### src/occ_pkg.sv
package occ_pkg;
  localparam logic [11:0] ADDR_OSC_CTRL   = 12'h000;
  localparam logic [11:0] ADDR_UNLOCK     = 12'h004;
  localparam logic [31:0] UNLOCK_KEY1     = 32'h0000_0046;
  localparam logic [31:0] UNLOCK_KEY2     = 32'h0000_0057;
  localparam int          CUR_LSB         = 12;
  localparam int          REQ_LSB         = 8;
  localparam int          LOCK_BIT        = 7;
  localparam int          PLL_LOCK_BIT    = 5;
  localparam int          FAIL_BIT        = 3;
  localparam int          LPOSC_BIT       = 1;
  localparam int          SWITCH_BIT      = 0;
  localparam logic [2:0]  SRC_FRC         = 3'h0;
  localparam logic [2:0]  SRC_FRC_PLL     = 3'h1;
  localparam logic [2:0]  SRC_PRI         = 3'h2;
  localparam logic [2:0]  SRC_PRI_PLL     = 3'h3;
  localparam logic [2:0]  SRC_SOSC        = 3'h4;
  localparam logic [2:0]  SRC_LOW_POWER_RC        = 3'h5;
  localparam logic [2:0]  SRC_FRC_DIV16   = 3'h6;
  localparam logic [2:0]  SRC_FRC_DIV_N   = 3'h7;
  localparam int          SWITCH_TIME_NS  = 100;
  localparam int          CLK_PERIOD_NS   = 10;
  localparam logic [7:0]  SWITCH_CYCLES   = 8'((SWITCH_TIME_NS + CLK_PERIOD_NS - 1) / CLK_PERIOD_NS);
  typedef enum logic [1:0] {UNL_IDLE, UNL_KEY1, UNL_OPEN} occ_unlock_e;
endpackage : occ_pkg

### src/occ_sw_if.sv
`timescale 1ns/1ns
interface occ_sw_if;
  logic       start;
  logic [2:0] target;
  logic       busy;
  logic       done;
  modport ctrl (output start, output target, input busy, input done);
  modport sw   (input start, input target, output busy, output done);
endinterface : occ_sw_if

### src/occ_top.sv
`timescale 1ns/1ns
// Summary of operation
// RL1: bits 14..12 report the running clock source read-only, 111 fast rc div-n and 110 fast rc div-16.
// RL2: the running source codes are 101 low-power rc, 100 secondary, 011 primary+pll, 010 primary, 001 fast rc+pll, 000 fast rc.
// RL3: bits 10..8 hold the software-requested source for the next switch, same codes.
// RL4: with the lock bit set and fail-safe config bit 0 high, source and pll settings cannot change.
// RL5: bit 5 reads 1 when the pll is enabled and is locked or its start-up timer expired, else 0.
// RL6: the clock-fail flag is set by the fail-safe monitor and stays until software clears it.
// RL7: writes to the control register are ignored unless the unlock sequence precedes each one.
// RL8: a direct switch between primary+pll and fast rc+pll is refused in either direction.
// RL9: the register is initialised only by power-on reset; other resets leave it alone.
// RL10: bits 11 and 4 (and 15) read as zero.
// RL11: when a switch completes the running source takes the requested value.
module occ_top (
  input  wire logic        pclk,
  input  wire logic        presetn,
  input  wire logic        psel,
  input  wire logic        penable,
  input  wire logic        pwrite,
  input  wire logic [11:0] paddr,
  input  wire logic [31:0] pwdata,
  output logic      [31:0] prdata,
  output logic             pready,
  output logic             pslverr,
  input  wire logic [2:0]  cfg_initial_source,
  input  wire logic        fail_safe_cfg_bit0,
  input  wire logic        pll_locked,
  input  wire logic        pll_timer_done,
  input  wire logic        pll_enabled,
  input  wire logic        clock_fail_detect,
  output logic      [2:0]  current_source_sel,
  output logic             secondary_osc_en,
  output logic             switch_busy
);
  occ_sw_if swi ();
  occ_switcher u_sw (
    .pclk    (pclk),
    .presetn (presetn),
    .sw      (swi.sw)
  );

  logic [2:0]           cur_src;
  logic [2:0]           req_src;
  logic                 clock_cfg_lock;
  logic                 pll_lock_stat;
  logic                 clock_fail_flag;
  logic                 lposc_en;
  logic                 sw_req;
  logic                 start_q;
  logic                 load_q;
  occ_pkg::occ_unlock_e unl;
  occ_pkg::occ_unlock_e next_unl;
  logic [2:0]           next_cur;
  logic [2:0]           next_req;
  logic                 next_lock;
  logic                 next_lposc;
  logic                 next_sw_req;
  logic                 next_start;

  wire        access      = psel & penable;
  wire        setup       = psel & ~penable;
  wire        wr          = access & pwrite;
  wire        sel_ctrl    = paddr == occ_pkg::ADDR_OSC_CTRL;
  wire        sel_unlock  = paddr == occ_pkg::ADDR_UNLOCK;
  wire        mapped      = sel_ctrl | sel_unlock;
  wire        wr_unlock   = wr & sel_unlock;
  wire        key1_seen   = wr_unlock & (pwdata == occ_pkg::UNLOCK_KEY1);
  wire        key2_seen   = wr_unlock & (pwdata == occ_pkg::UNLOCK_KEY2);
  wire        wr_ctrl_ok  = wr & sel_ctrl & (unl == occ_pkg::UNL_OPEN) & pready; // RL7
  wire        cfg_frozen  = clock_cfg_lock & fail_safe_cfg_bit0; // RL4
  wire [2:0]  w_req       = pwdata[occ_pkg::REQ_LSB +: 3];
  wire        w_lock      = pwdata[occ_pkg::LOCK_BIT];
  wire        w_fail      = pwdata[occ_pkg::FAIL_BIT];
  wire        w_lposc     = pwdata[occ_pkg::LPOSC_BIT];
  wire        w_go        = pwdata[occ_pkg::SWITCH_BIT];
  wire        pll_a       = cur_src == occ_pkg::SRC_PRI_PLL;
  wire        pll_b       = cur_src == occ_pkg::SRC_FRC_PLL;
  wire        hop_to_b    = pll_a & (w_req == occ_pkg::SRC_FRC_PLL);
  wire        hop_to_a    = pll_b & (w_req == occ_pkg::SRC_PRI_PLL);
  wire        bad_hop     = hop_to_a | hop_to_b; // RL8
  wire        req_open    = ~cfg_frozen & ~swi.busy; // RL4
  wire        w_switch    = wr_ctrl_ok & w_go & ~bad_hop & req_open;
  wire        fail_clr    = wr_ctrl_ok & ~w_fail;
  wire        next_fail   = clock_fail_detect | (clock_fail_flag & ~fail_clr); // RL6
  wire        next_pll    = pll_enabled & (pll_locked | pll_timer_done); // RL5
  wire [15:0] reg_view    = {1'b0,
                             cur_src,
                             1'b0,
                             req_src,
                             clock_cfg_lock,
                             1'b0,
                             pll_lock_stat,
                             1'b0,
                             clock_fail_flag,
                             1'b0,
                             lposc_en,
                             sw_req}; // RL1 RL2 RL10
  wire [31:0] rd_mux      = sel_ctrl ? {16'h0000, reg_view} : 32'h0000_0000;
  wire        next_ready  = setup;
  wire        next_err    = setup & ~mapped;

  // done stands one cycle, so it must not lose to a write landing in the same cycle
  assign next_cur    = load_q ? cfg_initial_source : (swi.done ? req_src : cur_src); // RL11
  assign next_req    = load_q ? cfg_initial_source : ((wr_ctrl_ok & req_open) ? w_req : req_src); // RL3
  assign next_lock   = clock_cfg_lock | (wr_ctrl_ok & w_lock);
  assign next_lposc  = wr_ctrl_ok ? w_lposc : lposc_en;
  assign next_sw_req = w_switch | (sw_req & ~swi.done);
  assign next_start  = w_switch;

  // any bus access other than key two right after key one closes the unlock window, so one write per sequence
  always_comb begin
    next_unl = unl;
    if (key1_seen) begin
      next_unl = occ_pkg::UNL_KEY1;
    end else if (key2_seen && unl == occ_pkg::UNL_KEY1) begin
      next_unl = occ_pkg::UNL_OPEN;
    end else if (access) begin
      case (unl)
        occ_pkg::UNL_IDLE: next_unl = occ_pkg::UNL_IDLE;
        occ_pkg::UNL_KEY1: next_unl = occ_pkg::UNL_IDLE;
        occ_pkg::UNL_OPEN: next_unl = occ_pkg::UNL_IDLE;
        default:           next_unl = occ_pkg::UNL_IDLE;
      endcase
    end
  end

  assign swi.start  = start_q;
  assign swi.target = req_src;

  // presetn is the power-on reset; straps are taken one edge after its release
  always_ff @(posedge pclk or negedge presetn) begin // RL9
    if (!presetn) begin
      cur_src <= occ_pkg::SRC_FRC;
      req_src <= occ_pkg::SRC_FRC;
      load_q  <= 1'b1;
    end else begin
      cur_src <= next_cur;
      req_src <= next_req;
      load_q  <= 1'b0;
    end
  end

  // lock is write-one sticky: only power-on reset clears it
  always_ff @(posedge pclk or negedge presetn) begin
    if (!presetn) begin
      clock_cfg_lock <= 1'b0;
      lposc_en       <= 1'b0;
    end else begin
      clock_cfg_lock <= next_lock;
      lposc_en       <= next_lposc;
    end
  end

  always_ff @(posedge pclk or negedge presetn) begin
    if (!presetn) begin
      sw_req  <= 1'b0;
      start_q <= 1'b0;
    end else begin
      sw_req  <= next_sw_req;
      start_q <= next_start;
    end
  end

  always_ff @(posedge pclk or negedge presetn) begin
    if (!presetn) begin
      unl <= occ_pkg::UNL_IDLE;
    end else begin
      unl <= next_unl;
    end
  end

  // the monitor's detect wins over a clear written in the same cycle
  always_ff @(posedge pclk or negedge presetn) begin
    if (!presetn) begin
      pll_lock_stat   <= 1'b0;
      clock_fail_flag <= 1'b0;
    end else begin
      pll_lock_stat   <= next_pll;
      clock_fail_flag <= next_fail;
    end
  end

  // read data is captured from the setup-cycle address
  always_ff @(posedge pclk or negedge presetn) begin
    if (!presetn) begin
      prdata <= 32'h0000_0000;
    end else begin
      prdata <= rd_mux;
    end
  end

  // one wait-free access cycle: pready follows every setup cycle
  always_ff @(posedge pclk or negedge presetn) begin
    if (!presetn) begin
      pready  <= 1'b0;
      pslverr <= 1'b0;
    end else begin
      pready  <= next_ready;
      pslverr <= next_err;
    end
  end

  always_ff @(posedge pclk or negedge presetn) begin
    if (!presetn) begin
      current_source_sel <= occ_pkg::SRC_FRC;
    end else begin
      current_source_sel <= cur_src;
    end
  end

  always_ff @(posedge pclk or negedge presetn) begin
    if (!presetn) begin
      secondary_osc_en <= 1'b0;
    end else begin
      secondary_osc_en <= lposc_en;
    end
  end

  always_ff @(posedge pclk or negedge presetn) begin
    if (!presetn) begin
      switch_busy <= 1'b0;
    end else begin
      switch_busy <= sw_req;
    end
  end
endmodule : occ_top

### src/occ_switcher.sv
`timescale 1ns/1ns
module occ_switcher (
  input  wire logic pclk,
  input  wire logic presetn,
  occ_sw_if.sw      sw
);
  logic [7:0] count;
  logic [7:0] next_count;
  logic       busy;
  logic       done;

  // a fixed settle time stands in for the oscillator start and glitchless handover
  assign next_count = sw.start ? occ_pkg::SWITCH_CYCLES : (count != 8'h00 ? count - 8'h01 : 8'h00);

  always_ff @(posedge pclk or negedge presetn) begin
    if (!presetn) begin
      count <= 8'h00;
      busy  <= 1'b0;
      done  <= 1'b0;
    end else begin
      count <= next_count;
      busy  <= sw.start | (count > 8'h01);
      done  <= busy & (count == 8'h01);
    end
  end

  assign sw.busy = busy;
  assign sw.done = done;
endmodule : occ_switcher

### config.mk
export PLATFORM = sky130hd
export DESIGN_NAME = occ_top
export DESIGN_NICKNAME = d
export VERILOG_FILES = /design/src/occ_pkg.sv /design/src/occ_sw_if.sv /design/src/occ_top.sv /design/src/occ_switcher.sv
export SDC_FILE = /design/constraint.sdc
export NUM_CORES = 1
export LEC_CHECK = 0
export ABC_AREA = 1
export BUFFER_PORTS_ARGS = -buffer_cell sky130_fd_sc_hd__buf_2
export CAP_MARGIN = 10
export CELL_PAD_IN_SITES_DETAIL_PLACEMENT = 1
export CELL_PAD_IN_SITES_GLOBAL_PLACEMENT = 1
export CORE_ASPECT_RATIO = 1.2
export CORE_UTILIZATION = 33
export CTS_CLUSTER_SIZE = 16
export DETAILED_ROUTE_END_ITERATION = 10
export GPL_TIMING_DRIVEN = 0
export PLACE_DENSITY = 0.82
export SLEW_MARGIN = 20
export SYNTH_ARGS = -nofsm -noshare
export SYNTH_HDL_FRONTEND = slang
export SYNTH_SLANG_ARGS = --single-unit
### constraint.sdc
create_clock -name pclk -period 1.4 [get_ports pclk]
set_input_delay 0.42 -clock pclk [delete_from_list [all_inputs] [get_ports pclk]]
set_output_delay 0.42 -clock pclk [all_outputs]
set_load 0.02 [all_outputs]
-- Yosys cells after proc, flatten, opt, wreduce, memory -nomap -nowiden
Cells that the tools add are included.
- flip-flop bits (word level): 47
- input bits: 57
- output and inout bits: 39
- word-level logic and storage cells: 86
- $add $sub $neg: 1
- order comparisons: 1
- equality and inequality tests: 10
- muxes and demuxes: 10
- bitwise operators: 39
- reduce and logical (&&, ||, !) cells: 6
- operator list (kind ; number):
    == test 32 x 7 -> 1 bit, second input constant ; 2
    AND 1 bit ; 24
    2-to-1 mux 8 bit ; 2
    2-to-1 mux 15 bit ; 1
    == test 12 x 3 -> 1 bit, second input constant ; 1
    zero test 12 bit ; 1
    2-to-1 mux 3 bit ; 4
    == test 8 x 1 -> 1 bit, second input constant ; 1
    greater-than comparator 8 x 1 -> 1 bit, second input constant ; 1
    NOT 1 bit ; 8
    nonzero test 8 bit ; 1
    subtractor 8 x 1 -> 8 bit, second input constant ; 1
    bitwise OR 1 bit ; 7
    == test 3 x 1 -> 1 bit, second input constant ; 2
    == test 3 x 2 -> 1 bit, second input constant ; 2
    2-to-1 mux 2 bit ; 3
    nonzero test 2 bit ; 2
    nonzero test 3 bit ; 1
    == test 2 x 1 -> 1 bit, second input constant ; 1
    == test 2 bit, second input constant ; 1
    logical AND 1 bit ; 1

-- Longest topological paths before layout
Gate-level depths: netlist of the first run.
- word-level depth: 9
- gate-level depth with buffers: 8
- depth with buffers taken out: 8

-- Cells and area by module
Synthesis of the first run repeated with hierarchy kept, for this count alone.
- cells, all modules: 270
- area, all modules: 2233.4 um^2
- modules (own cells, without submodules) (module ; instances ; cells an instance ; area an instance (um^2) ; sequential area each (um^2)):
    occ_top ; 1 ; 203 ; 1704.1 ; 827.0
    occ_switcher ; 1 ; 67 ; 529.3 ; 250.2

-- Worst setup path before layout of the first run
No wires, ideal clock.
- kind: reg2reg
- from: register u_sw.count[0]
- to: register u_sw.count[6]
- setup time: 126 ps
- arrival time: 1066 ps
- data required time: 1274 ps
- setup slack: 207 ps
- stages on the path, launching flop included: 7
- buffers on the path: 0
- clock period less this slack: 1193 ps
- cells stage by stage: dfrtp_1 > inv_1 > ha_1 > nand2_2 > nor3_2 > xnor2_1 > nor2_1
- cells in the longest elaborated chain, start to end: 3
- elaborated cells on any way between the ends: 4
- those cells by class: 1 x add/sub; 2 x mux; 1 x reduce/logical
- ends and longest elaborated chain (item ; RTL line ; text):
    start: declaration ; occ_switcher.sv:7 ; logic [7:0] count;
    start signal: assignment ; occ_switcher.sv:21 ; count <= next_count;
    subtractor 8 x 1 -> 8 bit / nonzero test 8 bit (equally long branches) ; occ_switcher.sv:13 ; assign next_count = sw.start ? occ_pkg::SWITCH_CYCLES : (count != 8'h00 ? count - 8'h01 : 8'h00);
    2-to-1 mux 8 bit * (2 in a row) ; occ_switcher.sv:13 ;
    net u_sw.next_count[6] ; occ_switcher.sv:8 ; logic [7:0] next_count;
The timed path passes the listed nets; every way through them passes the cells marked *.
A chain may end at the register's enable or synchronous reset.

-- Final worst setup path of the first run
- from: register u_sw.count[4]
- to: register u_sw.count[2]
- cells in the longest elaborated chain, start to end: 3
- ends and longest elaborated chain (item ; RTL line):
    nonzero test 8 bit ; occ_switcher.sv:13
    2-to-1 mux 8 bit (2 in a row) ; occ_switcher.sv:13
    net u_sw.next_count[2] ; occ_switcher.sv:8
The timed path passes the listed nets, and every way through them passes these cells.

==> summary.md, run 1 <==
| Metric | Value |
|---|---|
| Via count | `1928` |
| Clk_lat worst skew | `0.29 ns` |
| DIE WIDTH | `75.1 um` |
| Detail Placement HPWL | `4160 um` |
| Cell Pwr Density | `1170 nW/um2` |
| Share of cells above drive strength 1 | `33.2%` |
| Clock root cell | `clkbuf_8` |
| Post-synth top area share | `49.7%` |
| Final setup vio count | `0` |
| RD Place Congestion | `0.785` |
| Final setup TNS | `0 ns` |
| Worst-path clk slew | `0.07 ns` |
| Max Cap Viol | `0` |
| Largest net degree at the start of global routing | `44` |
| Core Region | `6130 um2` |
| Slew HR | `39.2%` |
| Syn. warnings | `0` |
| DRC Markers | `0` |
| Fmax achieved | `765 MHz` |
| DP Area | `2670 um2` |
| Drt via density | `4.38` |
| Crit path capture type | `flop` |
| Die area | `6740 um2` |
| Cells after Synth | `255` |
| Status | `finished clean` |
| # diodes | `0` |
| Hold WS | `0.263 ns` |
| Worst-Margin Slew | `0.912 ns` |
| GRT overflow | `0` |
| Htree depth | `2` |
| Global Route Usage Sum | `16.5%` |
| Slew Viols, Final | `0` |
| Cell area after synthesis | `2120 um2` |
| Clock sinks | `43` |
| Worst Setup Path Type | `flop to flop` |
| Asr flop ratio synth | `100%` |
| Vias in the first global route | `1906` |
| Leading area contributor after synthesis | `dfrtp_1` |
| Worst Path Arrival | `1.47 ns` |
| Static leakage | `1.55 nW` |
| First-pass GRT wire length | `8570 um` |
| Design area | `2780 um2` |
| Final Skew | `0.00567 ns` |
| Iteration-0 DRC Markers | `48` |
| Post-layout util | `45.3%` |
| IO Count | `96` |
| Total power | `3.26 mW` |
| Initial antenna violation count | `0` |
| #FFs+latches synth | `43` |
| Synthesized area per cell | `8.30 um2` |
| HP Class | `input port to async pin` |
| Antenna-violating nets left | `0` |
| Critical path required time | `1.57 ns` |
| CTS tree | `built` |
| Height of the die | `89.7 um` |
| Main synth FF type | `dfrtp_1` |
| TritonCTS Buffers | `5` |
| Number of synthesized flops with an enable pin | `0` |
| Max Root-Sink Buffers | `2` |
| CP startpoint kind | `flop` |
| Period minus WS final | `1.31 ns` |
| Maximum VDD drop | `0.457 mV` |
| Most instantiated cells after synthesis | `nor2_1, nand2_1, dfrtp_1` |
| Initial Util | `34.5%` |
| Final period utilization | `93.4%` |
| Post-synthesis sequential area ratio | `50.9%` |
| Worst Path Max Fanout | `6` |
| Most frequent cell after synthesis | `nor2_1` |
| Nets | `416` |
| Post-CTS Setup Bufs | `0` |
| Std cell rows | `31` |
| Post-synth cell types | `29` |
| Area added between synthesis and finish | `31.2%` |
| Final WL | `5100 um` |
| Wire per inst | `11.6 um` |
| I/O Buffers | `74` |
| Top cells by area, synth | `dfrtp_1, nor2_1, nand2_1` |
| Final hold vios | `0` |
| 1st-pass router iterations | `4` |
| RSZ-0062 raised after global routing | `no` |
[cells by family after synthesis]
logic type / count (synthesis) / synth area share (%)
AO/OA/AOI/OAI: 10 / 2.72
XOR/XNOR: 6 / 2.48
AND/OR/NAND/NOR: 140 / 29.3
buffers and inverters: 53 / 13.2
adder cells (fa/ha/maj): 2 / 1.18
flip-flops: 43 / 50.9
other: 1 / 0.177
[flip-flops by register name, indices dropped and copies added, names as in the netlist, 2 cells and up]
signal / flops
prdata: 11
current_source_sel: 3
req_src: 3
cur_src: 3
u_sw.count: 8
unl: 2
[per-layer routing]
layer / wire length [um] / part of all wire (%) / GRT usage [%] / vias to the layer above
met4: 82 / 1.6 / 4.40 / 0
met2: 2760 / 54 / 30.0 / 67
met1: 1970 / 39 / 18.8 / 917
li1: - / - / - / 936
met3: 289 / 5.7 / 3.70 / 8
met5: 0 / 0 / 0 / -
[worst max-delay path, stage by stage (launching register included)]
cell     delay (ns)
dfrtp_1        0.48
nor2_2         0.18
nand2_1        0.17
o21ai_4        0.28
nor2_1         0.08
[layout make-up]
cell class                      count  area, um2
Fill cell                         797       3350
Clock buffer                        7       76.3
Clock inverter                      1       5.00
Buffer                             22        163
Timing Repair Buffer               74        370
Sequential cell                    43       1080
Tap cell                           82        103
Multi-Input combinational cell    180        865
Inverter                           31        116
[cells in the final DEF (no fill, tap or decap), drive strengths merged]
| master | netlist | routed |
|---|---|---|
| xnor2 | 4 | 4 |
| nand3 | 17 | 17 |
| nand4 | 5 | 5 |
| inv | 30 | 30 |
| o21a | 1 | 1 |
| or2 | 1 | 1 |
| nand2 | 56 | 56 |
| nor3 | 2 | 2 |
| conb | 1 | 22 |
| nor2 | 58 | 58 |
| o22ai | 1 | 1 |
| a21oi | 2 | 2 |
| o21ai | 6 | 6 |
| nand3b | 1 | 1 |
| ha | 2 | 2 |
| buf | 22 | 96 |
| clkbuf | 0 | 7 |
| clkinv | 1 | 2 |
| dfstp | 1 | 1 |
| xor2 | 2 | 2 |
| dfrtp | 42 | 42 |
[worst paths after layout]
path	start	endpoint	slack, ns	cells after the start
worst max-delay path	u_sw.count[4]$_DFF_PN0_	u_sw.count[2]$_DFF_PN0_	0.09	4
worst min-delay path	presetn	prdata[3]$_DFF_PN0_	0.26	1
worst max register to register	u_sw.count[4]$_DFF_PN0_	u_sw.count[2]$_DFF_PN0_	0.09	4
worst min register to register	sw_req$_DFF_PN0_	switch_busy$_DFF_PN0_	0.40	0
max in group asynchronous	presetn	pll_lock_stat$_DFF_PN0_	0.57	1
min in group pclk	clock_fail_detect	clock_fail_flag$_DFF_PN0_	0.32	3
[what timing repair did]
action                                  in CTS  in global routing
gates cloned                                 0                  0
endpoints found under the setup margin       5                  8
hold buffers                                 0                  0
hold endpoints to repair                     0                  0
gates resized for setup                      1                  6
pin swaps                                    0                  1
[stage by stage]
step,instances,setup slack [ns]
floorplan,276,0.207
global placement,432,0.0172
detailed placement,432,-0.0549
CTS,440,0.00841
global route,440,0.0217
finish,440,0.0928
[report_power, final]
part / switching, mW / internal, mW / total, mW / leakage, nW
Sequential: 0.192 / 1.43 / 1.63 / 0.541
Clock: 0.385 / 0.350 / 0.735 / 0.0422
Combinational: 0.541 / 0.355 / 0.896 / 0.969
No activity file was read; power rests on OpenSTA's default activity.
==> run 2, diff against run 1 <==
--- a/config.mk
+++ b/config.mk
@@ -11,7 +11,7 @@
 export CELL_PAD_IN_SITES_DETAIL_PLACEMENT = 1
 export CELL_PAD_IN_SITES_GLOBAL_PLACEMENT = 1
 export CORE_ASPECT_RATIO = 1.2
-export CORE_UTILIZATION = 33
+export CORE_UTILIZATION = 34
 export CTS_CLUSTER_SIZE = 16
 export DETAILED_ROUTE_END_ITERATION = 10
 export GPL_TIMING_DRIVEN = 0
@@ -19,4 +19,5 @@
 export SLEW_MARGIN = 20
 export SYNTH_ARGS = -nofsm -noshare
 export SYNTH_HDL_FRONTEND = slang
+export SYNTH_HIERARCHICAL = 1
 export SYNTH_SLANG_ARGS = --single-unit
==> summary.md, run 2 <==
| Metric | Value |
|---|---|
| Status | `finished clean` |
| Final setup TNS | `0 ns (unchanged)` |
| Fmax achieved | `775 MHz (+1.4%)` |
| Post-cts resize count | `0 (-1)` |
| Critical Path Source | `pready$_DFF_PN0_` |
| Crit path capture type | `output port` |
| CP startpoint kind | `flop` |
| Largest Register | `prdata` |
| RSZ-0062 raised after global routing | `no` |
| Most frequent cells in the layout | `buf_2, nand2_1, nor2_1` |
| Reg2reg setup slack | `0.17 ns (+0.08 ns)` |
| Post-synthesis sequential area ratio | `48.2% (-2.7 points)` |
| Largest stage delay, worst path | `0.40 ns (-0.08 ns)` |
| Post-synthesis mux area share | `0% (unchanged)` |
| Top cells by area, synth | `dfrtp_1, nand2_1, nor2_1` |
| Synth Area in Simple Gates | `31.9% (+2.6 points)` |
| TritonCTS Buffers | `5 (unchanged)` |
| Main synth FF type | `dfrtp_1` |
| Final Instance Count excl. Fillers | `458 (+4.1%)` |
| Slew Viols, Final | `0 (unchanged)` |
| Largest net degree at the start of global routing | `44 (unchanged)` |
| Setup WS post-layout | `0.110 ns (+0.0174 ns)` |
| Max FFs per register | `11 (unchanged)` |
| Area added between synthesis and finish | `29.0%` |
| Largest family of logic cells by synthesized area | `simple AND/OR/NAND/NOR gates` |
| Drt via density | `4.38 (about the same)` |
| 1st-pass router iterations | `4 (unchanged)` |
| Height of the die | `90.8 um (+1.2%)` |
| Asr flop ratio synth | `100% (unchanged)` |
| XOR/XNOR Fraction of Synth Area | `1.18% (-1.3 points)` |
| Htree depth | `2 (unchanged)` |
| Design area | `2880 um2 (+3.8%)` |
| Comb power frac | `28.9% (+1.4 points)` |
| Die area | `6900 um2 (+2.4%)` |
| Regs by FF count | `prdata (11), u_sw/count (8)` |
| Worst Path Max Fanout | `2 (-4)` |
| Total power | `3.40 mW (+4.5%)` |
| Share of power burned in registers | `47.1% (-2.8 points)` |
| Max Root-Sink Buffers | `2 (unchanged)` |
| Leading area contributor after synthesis | `dfrtp_1` |
| Final period utilization | `92.1% (-1.2 points)` |
| Synthesized area per cell | `8.27 um2 (-0.31%)` |
| Share of cells above drive strength 1 | `34.6% (+1.3 points)` |
| FF-to-FF path depth | `6 (+2)` |
| Most common cell after layout, fill and taps aside | `buf_2` |
| Post-synth cell types | `27 (-6.9%)` |
| DP Area | `2790 um2 (+4.5%)` |
| Syn. warnings | `6 (+6)` |
| Initial Util | `34.9% (+0.34 points)` |
| Internal Pwr Total | `2.16 mW (+1.1%)` |
| Sw frac | `36.5% (+2.1 points)` |
| DRC Markers | `0 (unchanged)` |
| Max Cap Viol | `0 (unchanged)` |
| CP max stage cell | `dfrtp_1` |
| Worst-path clk slew | `0.08 ns (about the same)` |
| Post-CTS Setup Bufs | `0 (unchanged)` |
| RD Place Congestion | `0.806 (+2.7%)` |
| First-pass GRT wire length | `9010 um (+5.2%)` |
| Clk_lat worst skew | `0.30 ns (about the same)` |
| Final hold vios | `0 (unchanged)` |
| Cell area after synthesis | `2230 um2 (+5.6%)` |
| Clock root cell | `clkbuf_8` |
| Clock sinks | `43 (unchanged)` |
| Static leakage | `1.60 nW (+2.8%)` |
| Most frequent cell after synthesis | `nand2_1` |
| Buf/Inv on CP | `1 (+1)` |
| CTS tree | `built` |
| Iteration-0 DRC Markers | `65 (+35%)` |
| Hold_buf cts | `0 (unchanged)` |
| GRT overflow | `0 (unchanged)` |
| CP delay by family, top | `flip-flops` |
| Post-synth top area share | `47.1% (-2.6 points)` |
| Detail Placement HPWL | `4190 um (+0.77%)` |
| Clock Power Share | `24.1% (+1.5 points)` |
| Initial antenna violation count | `0 (unchanged)` |
| HP Class | `input port to async pin` |
| Worst-Margin Slew | `0.908 ns (-0.00396 ns)` |
| Antenna-violating nets left | `0 (unchanged)` |
| Adder-Cell Fraction of Synth Area | `1.68% (+0.50 points)` |
| Cells after Synth | `270 (+5.9%)` |
| Maximum VDD drop | `0.509 mV (+11%)` |
| Post-placement setup slack | `-0.0239 ns (+0.0310 ns)` |
| Reg-to-reg critical path startpoint | `u_sw/count[4]$_DFF_PN0_` |
| Reg2reg end | `u_sw/count[5]$_DFF_PN0_` |
| Placed Cells | `450 (+4.2%)` |
| Final setup vio count | `0 (unchanged)` |
| I/O Buffers | `74 (unchanged)` |
| Final Skew | `0.00794 ns (+0.00227 ns)` |
| Cell Pwr Density | `1180 nW/um2 (+0.65%)` |
| Period minus WS final | `1.29 ns (-0.0174 ns)` |
| Compound-Gate Fraction of Synth Area | `2.86% (+0.14 points)` |
| Std cell rows | `32 (+3.2%)` |
| Slew HR | `39.5% (+0.26 points)` |
| Vias in the first global route | `2097 (+10%)` |
| Worst Setup Path Type | `flop to output port` |
| Global Route Usage Sum | `16.4% (-0.16 points)` |
| Net Switching | `1.24 mW (+11%)` |
| Nets | `432 (+3.8%)` |
| DIE WIDTH | `76.0 um (+1.2%)` |
| Post-layout util | `45.0% (-0.30 points)` |
| Layout fillers | `847 (+6.3%)` |
| Wire per inst | `11.3 um (-2.9%)` |
| Critical path required time | `0.98 ns (-0.59 ns)` |
| Hold WS | `0.245 ns (-0.0180 ns)` |
| Worst Path Arrival | `0.87 ns (-0.60 ns)` |
| Final WL | `5160 um (+1.1%)` |
| Core Region | `6410 um2 (+4.5%)` |
| #FFs+latches synth | `43 (unchanged)` |
| Number of synthesized flops with an enable pin | `0 (unchanged)` |
| IO Count | `96 (unchanged)` |
| Via count | `2005 (+4.0%)` |
| Most instantiated cells after synthesis | `nand2_1, nor2_1, dfrtp_1` |
| Worst path cell trace | `buf_2` |
| # diodes | `0 (unchanged)` |
[run 2: worst max path at each step]
stage | end | slack, ns | depth (start not counted)
final | pready | 0.11 | 1
after CTS | pready | 0.11 | 1
after global placement | req_src[2]$_DFFE_PN0P_ | 0.01 | 8
after floorplan | prdata[7]$_DFF_PN0_ | 0.23 | 8
after detailed placement | req_src[1]$_DFFE_PN0P_ | -0.02 | 8
after global routing | u_sw/count[5]$_DFF_PN0_ | 0.07 | 6
[run 2: kinds of logic after synthesis]
kind of cell	count (synthesis)
buffers and inverters	59
and+or+nand+nor	149
DFF	43
adders and majority gates	3
AOI/OAI and AO/OA	12
xor gates and xnor gates	3
other	1
[run 2: final cells by class]
class / count / area (um2) / share of cell area [%]
buffer: 22 / 173 / 5.99
inverter: 37 / 139 / 4.82
sequential: 43 / 1080 / 37.4
clock inverter: 3 / 23.8 / 0.825
clock buffer: 5 / 68.8 / 2.39
multi-input combinational: 189 / 923 / 32.0
timing repair buffer: 74 / 370 / 12.9
tap: 85 / 106 / 3.69
[run 2: power by group through the flow]
stage	Sequential (mW)	Combinational [mW]	Clock [mW]
floorplan	1.62	0.652	0
global placement	1.62	0.909	0
detailed placement	1.63	0.970	0
CTS	1.60	0.991	0.831
global route	1.63	1.12	0.890
finish	1.60	0.983	0.819
[run 2: metal layers]
metal	up-vias	GRT usage (%)	wire [um]
met5	-	0	0
met3	10	3.23	270
met1	934	17.6	1990
met2	74	30.8	2770
li1	987	-	-
met4	0	6.73	130
